$ cat src/design/virtual_message_interrupt_params.svh
`ifndef VIRTUAL_MESSAGE_INTERRUPT_PARAMS_SVH
`define VIRTUAL_MESSAGE_INTERRUPT_PARAMS_SVH
`define VIRTUAL_MESSAGE_INTERRUPT_LIST_LPI_MIN      32'h00002000
`define VIRTUAL_MESSAGE_INTERRUPT_NO_DOORBELL       32'h000003FF
`define VIRTUAL_MESSAGE_INTERRUPT_LPI_MIN           32'h00002000
`define VIRTUAL_MESSAGE_INTERRUPT_IMPL_WIDTH        5'h04
`define VIRTUAL_MESSAGE_INTERRUPT_NUM_ENTRIES       16
`define VIRTUAL_MESSAGE_INTERRUPT_NUM_VIRQ          16
`define VIRTUAL_MESSAGE_INTERRUPT_FEATURE_LATER     4'h3
`define VIRTUAL_MESSAGE_INTERRUPT_OFF_CTRL          4'h0
`define VIRTUAL_MESSAGE_INTERRUPT_OFF_PENDBASE      4'h4
`define VIRTUAL_MESSAGE_INTERRUPT_OFF_STATUS        4'h8
`define VIRTUAL_MESSAGE_INTERRUPT_OFF_TYPE2         4'hC
`define VIRTUAL_MESSAGE_INTERRUPT_CTRL_RESET        32'h00000010
`endif

$ cat src/design/virtual_message_interrupt_pkg.sv
package virtual_message_interrupt_pkg;
  typedef enum logic [1:0] {
    VIRTUAL_MESSAGE_INTERRUPT_IDLE = 2'b00,
    VIRTUAL_MESSAGE_INTERRUPT_LOOK = 2'b01,
    VIRTUAL_MESSAGE_INTERRUPT_DONE = 2'b10
  } virtual_message_interrupt_state_t;
  typedef struct packed {
    logic        is_virtual;
    logic [15:0] element;
    logic [31:0] element_width_value;
    logic [31:0] doorbell;
  } virtual_message_interrupt_entry_t;
endpackage

$ cat src/design/virtual_message_interrupt_table.sv
`timescale 1ns/1ps
`include "virtual_message_interrupt_params.svh"
module virtual_message_interrupt_table (
  input  wire logic                     clk,
  input  wire logic                     wr_en,
  input  wire logic [3:0]               wr_idx,
  input  wire virtual_message_interrupt_pkg::virtual_message_interrupt_entry_t    wr_data,
  input  wire logic [3:0]               rd_idx,
  output virtual_message_interrupt_pkg::virtual_message_interrupt_entry_t         rd_data
);
  import virtual_message_interrupt_pkg::*;
  // ==========================================
  // Translation entry store
  virtual_message_interrupt_entry_t mem [0:`VIRTUAL_MESSAGE_INTERRUPT_NUM_ENTRIES-1];
  always_ff @(posedge clk) begin
    if (wr_en) begin
      mem[wr_idx] <= wr_data;
    end
    rd_data <= mem[rd_idx];
  end
endmodule

$ cat src/design/virtual_message_interrupt_inject.sv
// The register offsets and register access over Avalon-MM were left to the implementer.
`timescale 1ns/1ps
`include "virtual_message_interrupt_params.svh"
module virtual_message_interrupt_inject (
  input  wire logic                   clk,
  input  wire logic                   rstn,
  input  wire logic [3:0]             avs_address,
  input  wire logic                   avs_read,
  input  wire logic                   avs_write,
  input  wire logic [31:0]            avs_writedata,
  output logic [31:0]                 avs_readdata,
  output logic                        avs_waitrequest,
  input  wire logic                   map_valid,
  input  wire logic [3:0]             map_event,
  input  wire logic                   map_is_virtual,
  input  wire logic [15:0]            map_element,
  input  wire logic [31:0]            map_vid,
  input  wire logic [31:0]            map_doorbell,
  input  wire logic [31:0]            map_pt_addr,
  input  wire logic                   event_valid,
  input  wire logic [3:0]             event_id,
  output logic                        event_ready,
  output logic                        cmd_error,
  input  wire logic                   list_valid,
  input  wire logic [31:0]            list_vid,
  input  wire logic [7:0]             list_prio,
  input  wire logic                   el3_present,
  input  wire logic                   cpu_secure,
  input  wire logic [3:0]             cpu_feature_irqctl_field,
  input  wire logic                   softint_deact,
  output logic                        virq_valid,
  output logic [31:0]                 virq_id,
  output logic                        virq_from_list,
  output logic                        doorbell_valid,
  output logic [31:0]                 doorbell_id,
  output logic [7:0]                  end_of_irq_counter
);
  import virtual_message_interrupt_pkg::*;

  // ==========================================
  // Reset release
  logic rst_s1_reg;
  logic rst_n_reg;
  always_ff @(posedge clk or negedge rstn) begin
    if (!rstn) begin
      rst_s1_reg <= 1'b0;
      rst_n_reg  <= 1'b0;
    end else begin
      rst_s1_reg <= 1'b1;
      rst_n_reg  <= rst_s1_reg;
    end
  end

  // ==========================================
  // Registers
  // ctrl: [0] secure_el2_enable, [1] virtual_softint_deact_count_en,
  // [4:2] configured width-1, [8] pending_table_init_flag
  logic [31:0] ctrl_reg;
  logic        pend_valid_reg;
  logic [31:0] vpe_pending_base_reg;
  logic [15:0] sched_element_reg;
  logic        pending_at_deschedule;
  logic [4:0]  cfg_width;
  logic        sched_match;
  logic        any_pending;
  logic        pend_write;
  logic        map_ok;
  assign cfg_width  = {2'b00, ctrl_reg[4:2]} + 5'h01;
  assign pend_write = avs_write && !avs_waitrequest && avs_address == `VIRTUAL_MESSAGE_INTERRUPT_OFF_PENDBASE;

  // One-cycle answer: wait only on the first cycle of a request
  logic ack_reg;
  always_ff @(posedge clk or negedge rst_n_reg) begin
    if (!rst_n_reg) begin
      ack_reg <= 1'b0;
    end else begin
      ack_reg <= (avs_read || avs_write) && !ack_reg;
    end
  end
  assign avs_waitrequest = (avs_read || avs_write) && !ack_reg;

  always_ff @(posedge clk or negedge rst_n_reg) begin
    if (!rst_n_reg) begin
      ctrl_reg <= `VIRTUAL_MESSAGE_INTERRUPT_CTRL_RESET;
    end else if (avs_write && !avs_waitrequest && avs_address == `VIRTUAL_MESSAGE_INTERRUPT_OFF_CTRL) begin
      ctrl_reg <= avs_writedata;
    end
  end

  // Pending base: [31] valid, [15:0] element, address in writedata low bits
  always_ff @(posedge clk or negedge rst_n_reg) begin
    if (!rst_n_reg) begin
      pend_valid_reg       <= 1'b0;
      vpe_pending_base_reg <= 32'h00000000;
      sched_element_reg    <= 16'h0000;
    end else if (pend_write) begin
      pend_valid_reg       <= avs_writedata[31];
      vpe_pending_base_reg <= {1'b0, avs_writedata[30:0]};
      sched_element_reg    <= avs_writedata[15:0];
    end
  end

  // ==========================================
  // Element table: pending table address per element
  logic [31:0] elem_addr [0:`VIRTUAL_MESSAGE_INTERRUPT_NUM_ENTRIES-1];
  logic [`VIRTUAL_MESSAGE_INTERRUPT_NUM_VIRQ-1:0] pend_bits;
  genvar g;
  generate
    for (g = 0; g < `VIRTUAL_MESSAGE_INTERRUPT_NUM_ENTRIES; g++) begin : g_elem
      always_ff @(posedge clk or negedge rst_n_reg) begin
        if (!rst_n_reg) begin
          elem_addr[g] <= 32'h00000000;
        end else if (map_ok && map_element[3:0] == g) begin
          elem_addr[g] <= map_pt_addr;
        end
      end
    end
  endgenerate
  assign sched_match = pend_valid_reg &&
                       vpe_pending_base_reg == elem_addr[sched_element_reg[3:0]];
  assign any_pending = |pend_bits;

  always_ff @(posedge clk or negedge rst_n_reg) begin
    if (!rst_n_reg) begin
      pending_at_deschedule <= 1'b0;
    end else if (pend_write && pend_valid_reg && !avs_writedata[31]) begin
      pending_at_deschedule <= any_pending;
    end
  end

  // ==========================================
  // Mapping with index checks
  logic        map_bad;
  virtual_message_interrupt_entry_t map_entry;
  virtual_message_interrupt_entry_t cur;
  logic        db_bad;
  assign db_bad  = map_doorbell != `VIRTUAL_MESSAGE_INTERRUPT_NO_DOORBELL && map_doorbell < `VIRTUAL_MESSAGE_INTERRUPT_LPI_MIN;
  assign map_bad = (map_element >> cfg_width) != 16'h0000 ||
                   (map_element >> `VIRTUAL_MESSAGE_INTERRUPT_IMPL_WIDTH) != 16'h0000 || db_bad;
  assign map_ok  = map_valid && !map_bad;
  assign map_entry = '{is_virtual: map_is_virtual, element: map_element,
                       element_width_value: map_vid, doorbell: map_doorbell};

  always_ff @(posedge clk or negedge rst_n_reg) begin
    if (!rst_n_reg) begin
      cmd_error <= 1'b0;
    end else begin
      cmd_error <= map_valid && map_bad;
    end
  end

  // ==========================================
  // Event lookup
  virtual_message_interrupt_state_t state_reg;
  logic [3:0]  ev_reg;
  virtual_message_interrupt_table u_table (
    .clk     (clk),
    .wr_en   (map_ok),
    .wr_idx  (map_event),
    .wr_data (map_entry),
    .rd_idx  (ev_reg),
    .rd_data (cur)
  );
  assign event_ready = state_reg == VIRTUAL_MESSAGE_INTERRUPT_IDLE;

  always_ff @(posedge clk or negedge rst_n_reg) begin
    if (!rst_n_reg) begin
      state_reg <= VIRTUAL_MESSAGE_INTERRUPT_IDLE;
      ev_reg    <= 4'h0;
    end else begin
      case (state_reg)
        VIRTUAL_MESSAGE_INTERRUPT_IDLE: begin
          if (event_valid) begin
            ev_reg    <= event_id;
            state_reg <= VIRTUAL_MESSAGE_INTERRUPT_LOOK;
          end
        end
        VIRTUAL_MESSAGE_INTERRUPT_LOOK: state_reg <= VIRTUAL_MESSAGE_INTERRUPT_DONE;
        VIRTUAL_MESSAGE_INTERRUPT_DONE: state_reg <= VIRTUAL_MESSAGE_INTERRUPT_IDLE;
        default:   state_reg <= VIRTUAL_MESSAGE_INTERRUPT_IDLE;
      endcase
    end
  end

  logic resident;
  logic hit;
  logic [3:0] best_idx;
  logic       best_found;
  logic       direct_ok;
  logic       list_lpi;
  logic       list_pick;
  logic       virq_take;
  assign resident = sched_match && cur.element == sched_element_reg;
  assign hit      = state_reg == VIRTUAL_MESSAGE_INTERRUPT_DONE && cur.is_virtual;

  // Pending bits for resident element, indexed by low vid bits
  generate
    for (g = 0; g < `VIRTUAL_MESSAGE_INTERRUPT_NUM_VIRQ; g++) begin : g_pend
      always_ff @(posedge clk or negedge rst_n_reg) begin
        if (!rst_n_reg) begin
          pend_bits[g] <= 1'b0;
        end else if (hit && resident && cur.element_width_value[3:0] == g) begin
          pend_bits[g] <= 1'b1; // set wins over clear
        end else if (pend_write || (virq_take && !list_pick && best_idx == g)) begin
          pend_bits[g] <= 1'b0;
        end
      end
    end
  endgenerate

  always_ff @(posedge clk or negedge rst_n_reg) begin
    if (!rst_n_reg) begin
      doorbell_valid <= 1'b0;
      doorbell_id    <= 32'h00000000;
    end else begin
      doorbell_valid <= hit && !resident && cur.doorbell != `VIRTUAL_MESSAGE_INTERRUPT_NO_DOORBELL;
      doorbell_id    <= cur.doorbell;
    end
  end

  // ==========================================
  // Selection: lowest index is highest priority
  always_comb begin
    best_idx   = 4'h0;
    best_found = 1'b0;
    for (int i = `VIRTUAL_MESSAGE_INTERRUPT_NUM_VIRQ - 1; i >= 0; i--) begin
      if (pend_bits[i]) begin
        best_idx   = 4'(i);
        best_found = 1'b1;
      end
    end
  end
  // Secure with el3_present withholds direct ones whatever secure_el2_enable says
  assign direct_ok = best_found && sched_match && !(el3_present && cpu_secure);
  assign list_lpi  = list_valid && list_vid >= `VIRTUAL_MESSAGE_INTERRUPT_LIST_LPI_MIN;
  // List entry ranks against a direct one by priority; index maps to 8-bit priority
  assign list_pick = list_valid && (!direct_ok || list_prio < {best_idx, 4'h0});
  assign virq_take = virq_valid;

  always_ff @(posedge clk or negedge rst_n_reg) begin
    if (!rst_n_reg) begin
      virq_valid     <= 1'b0;
      virq_id        <= 32'h00000000;
      virq_from_list <= 1'b0;
    end else begin
      virq_valid     <= !virq_valid && (list_pick || direct_ok);
      virq_id        <= list_pick ? list_vid : {`VIRTUAL_MESSAGE_INTERRUPT_LPI_MIN + {28'h0, best_idx}};
      virq_from_list <= list_pick && !list_lpi;
    end
  end

  always_ff @(posedge clk or negedge rst_n_reg) begin
    if (!rst_n_reg) begin
      end_of_irq_counter <= 8'h00;
    end else if (softint_deact && ctrl_reg[1]) begin
      end_of_irq_counter <= end_of_irq_counter + 8'h01;
    end
  end

  // ==========================================
  // Read mux; type2 [4:0] width-1, [5] width valid, [7:6] affinity ones
  logic later_rev;
  assign later_rev = cpu_feature_irqctl_field == `VIRTUAL_MESSAGE_INTERRUPT_FEATURE_LATER;
  always_ff @(posedge clk or negedge rst_n_reg) begin
    if (!rst_n_reg) begin
      avs_readdata <= 32'h00000000;
    end else if (avs_read) begin
      case (avs_address)
        `VIRTUAL_MESSAGE_INTERRUPT_OFF_CTRL:     avs_readdata <= ctrl_reg;
        `VIRTUAL_MESSAGE_INTERRUPT_OFF_PENDBASE: avs_readdata <= {pend_valid_reg, vpe_pending_base_reg[30:0]};
        `VIRTUAL_MESSAGE_INTERRUPT_OFF_STATUS:   avs_readdata <= {29'h0, later_rev, sched_match,
                                             pending_at_deschedule};
        `VIRTUAL_MESSAGE_INTERRUPT_OFF_TYPE2:    avs_readdata <= {24'h0, 2'b11, 1'b1,
                                             `VIRTUAL_MESSAGE_INTERRUPT_IMPL_WIDTH - 5'h01};
        default:            avs_readdata <= 32'h00000000;
      endcase
    end
  end
endmodule

$ cat config.mk
export PLATFORM = sky130hd
export DESIGN_NAME = virtual_message_interrupt_inject
export DESIGN_NICKNAME = d
export VERILOG_FILES = /design/src/design/virtual_message_interrupt_pkg.sv /design/src/design/virtual_message_interrupt_table.sv /design/src/design/virtual_message_interrupt_inject.sv
export VERILOG_INCLUDE_DIRS = /design/src /design/src/design
export SDC_FILE = /design/constraint.sdc
export NUM_CORES = 2
export LEC_CHECK = 0
export BUFFER_PORTS_ARGS = -buffer_cell sky130_fd_sc_hd__buf_2
export CORE_MARGIN = 2
export CORE_UTILIZATION = 44
export DETAILED_ROUTE_END_ITERATION = 16
export MAX_ROUTING_LAYER = met4
export PLACE_DENSITY_LB_ADDON = 0.12
export SETUP_SLACK_MARGIN = 0.5
export SYNTH_ARGS = -nofsm -noshare
export SYNTH_HDL_FRONTEND = slang
export SYNTH_SLANG_ARGS = --single-unit
$ cat constraint.sdc
create_clock -name clk -period 52.7 [get_ports clk]
set_input_delay 2.635 -clock clk [delete_from_list [all_inputs] [get_ports clk]]
set_output_delay 2.635 -clock clk [all_outputs]
set_load 0.02 [all_outputs]
==> qor.txt <==
DRC: 0
library cells used by synthesis: 75
Post-DP HPWL: 95.81 mm
Min-Delay Path Class: flip-flop to flip-flop
most common cell after layout, fill and taps aside: edfxtp_1
Worst Path Max Fanout: 28
synthesized instance count: 3591
nets: 4115
via count: 34090
grt total ovfl: 0
origin of the critical flop-to-flop path: sched_element_reg[1]
gr usage total: 0.2329
drt first pass iters: 5
Die Height: 387.6 µm
run status: complete, no violations
Placed Cells incl. Taps: 5648
Slew HR: 0.2261
crit path from: map_doorbell[12]
mux cell area share after synthesis: 0.2338
Tcrit/Tclk final: 0.1300
DIE WIDTH: 387.6 µm
standard-cell rows: 140
Reg with most FFs: u_table.mem
Setup crit end kind: flip-flop
kind of critical path: input port to flip-flop
Top FF cell, synth: edfxtp_1
CTS tree: yes
setup bufs post-CTS: 0
Clock Latency Late Sink: 0.79 ns
H-tree Lvls: 4
Worst Clk Skew: 0.02981 ns
syn_nets: 3806
VDD IR max: 0.00003708 V
Pleak: 28.90 nW
CTS buffer count: 167
die area: 150200 µm²
Iteration-0 DRC Markers: 2585
largest net degree at the start of global routing: 195
clock sink count: 1611
vias per cell: 5.713
most frequent cells in the layout: edfxtp_1 (848), dfrtp_1 (701), mux2_2 (565), mux4_2 (355), buf_2 (288)
Power, Total: 3.069 mW
Clock Pin Slew Worst Setup and Hold Paths: 0.05 ns
Final Slew Violations: 0
Initial Util: 0.4436
FF+latch area: 44320 µm²
P&R area growth vs syn: 14.15%
Simple-Gate Fraction of Synth Area: 0.03348
main combinational cell family by area after synthesis: multiplexers
dpl ws: 44.95 ns
layout cells sized above 1: 0.3925
Post-Syn Area: 64730 µm²
Async SR Flop Fraction: 0.4407
Largest register FFs: 848
Max Cap Viol: 0
Post-Synth Adder-Cell Area: 0.0007731
P per Cell Area: 41.53 nW/µm²
fillers: 12130
first-pass GRT wire length: 248.7 mm
Non-Filler Instances: 5967
R2R Setup Slk: 46.81 ns
initial antenna violation count: 26
post-synthesis xor/xnor area fraction: 0.006494
Synth Area per Inst: 18.03 µm²
Multi-input gate area: 19500 µm²
clock tree buffer depth: 3
vias in the first global route: 35380
Hold EP: doorbell_id[12]
Antenna Nets Post-Route: 0
Hold Path Depth: 0
Setup TNS: 0 ns
post-synthesis sequential area ratio: 0.6842
Yosys reg bits: 1611
worst path required time: 53.11 ns
top flop regs: u_table.mem: 848 flops, elem_addr: 512 flops, u_table.rd_data: 53 flops
r2r endpoint: virq_id[3]
count of final setup violators: 0
hold path startpoint: u_table.rd_data[12]
Post-synth EDFFs: 848
Synth warnings: 0
FMAX: 0.1460 GHz
Post-CTS Resized: 0
Core ar.: 145900 µm²
RePlAce Congestion: 0.8368
number of placed I/O pins: 321
R2R depth: 12
post-layout min period: 6.849 ns
WL final: 168.8 mm
post-synthesis compound-gate area fraction: 0.02339
Setup WS post-layout: 45.85 ns
final hold viol count: 0
hold_buf cts: 0
PortBufs: 288
Worst setup SP type: input port
RSZ-0062 raised after global routing: no
root buf cell: clkbuf_16
slew at the pin closest to its max-slew limit: 1.158 ns
Critical Path AT: 7.26 ns
WL/cell: 28.30 µm
==> worst max-delay path, stage by stage <==
cell and delay (ns):
buf_2 0.20, nand4b_1 0.21, nor4b_1 0.53, nand4_1 0.61
a221oi_1 0.46, buf_4 0.25, nand2_1 0.14, or3_1 0.50
nor2_4 0.94, buf_4 0.68
==> power by group <==
group          leakage, nW  switching, mW  internal [mW]
sequential            17.7         0.0716           1.38
clock                 2.64          0.495          0.665
combinational         8.54          0.255          0.199
total                 28.9          0.822           2.25
==> synth_stat cells (all sizes together), types with 4 or more instances <==
cell | count | share of area
a211oi | 7 | 0.00081
inv | 52 | 0.0030
nand2 | 141 | 0.0082
dfrtp | 709 | 0.27
xnor2 | 39 | 0.0053
nor3b | 10 | 0.0012
clkbuf | 165 | 0.0096
mux2i | 76 | 0.012
ha | 4 | 0.00077
mux2 | 566 | 0.099
nor2b | 13 | 0.0013
nor3 | 25 | 0.0019
nor2 | 61 | 0.0035
o22ai | 40 | 0.0039
nand3b | 4 | 0.00046
nand3 | 14 | 0.0011
a22o | 5 | 0.00068
dfxtp | 53 | 0.016
or4 | 13 | 0.0016
a31oi | 7 | 0.00068
and3 | 7 | 0.00068
nor4b | 5 | 0.00068
buf | 61 | 0.0051
nor4 | 24 | 0.0024
a221oi | 6 | 0.00081
and2 | 31 | 0.0030
nand4 | 29 | 0.0028
o21ai | 53 | 0.0041
nand2b | 22 | 0.0021
or3 | 7 | 0.00068
a21oi | 33 | 0.0026
mux4 | 355 | 0.12
a22oi | 43 | 0.0050
edfxtp | 848 | 0.39
o211ai | 6 | 0.00070
xor2 | 9 | 0.0012
==> metal layers <==
metal	share of wire	track usage	wire length (µm)
met5	0	-	0
met4	0.022	0.05973	3788
met3	0.045	0.03778	7678
met1	0.43	0.3088	73160
met2	0.50	0.3769	84210
==> layout make-up <==
class,count,share of cell area
flip-flops and latches,1611,0.5998
repair buffers,366,0.02794
inverters,53,0.002692
well taps,1917,0.03246
diodes,14,0.0004741
clock inverters,70,0.009533
multi-input cells,1701,0.2639
clock buffers,235,0.06316
==> worst max path at each step <==
stage	to	cells past startpoint	slack [ns]
floorplan	ack_reg	0	31.45
global placement	u_table.mem[12][21]	10	44.95
detailed placement	u_table.mem[8][21]	10	44.95
CTS	u_table.mem[8][8]	10	45.76
global route	u_table.mem[8][7]	10	45.70
finish	u_table.mem[8][13]	10	45.85
==> per-stage QoR <==
step	hold slack, ns	util	area, µm²
floorplan	0.3269	-	64730
global placement	0.3387	0.4694	68490
detailed placement	0.3394	0.4694	68490
CTS	0.3493	0.5062	73860
global route	0.3603	0.5064	73890
finish	0.3479	0.5064	73890
==> logic make-up (layout without fill, tap and decap cells) <==
| group | count (synthesis) | after routing |
|---|---|---|
| compound gates | 231 | 231 |
| xor+xnor | 48 | 48 |
| mux | 997 | 997 |
| buf+inv | 279 | 724 |
| other cells | 1 | 15 |
| flops | 1611 | 1611 |
| simple gates | 420 | 420 |
| fa+ha+maj | 4 | 4 |
(Power assumes the default switching activity.)
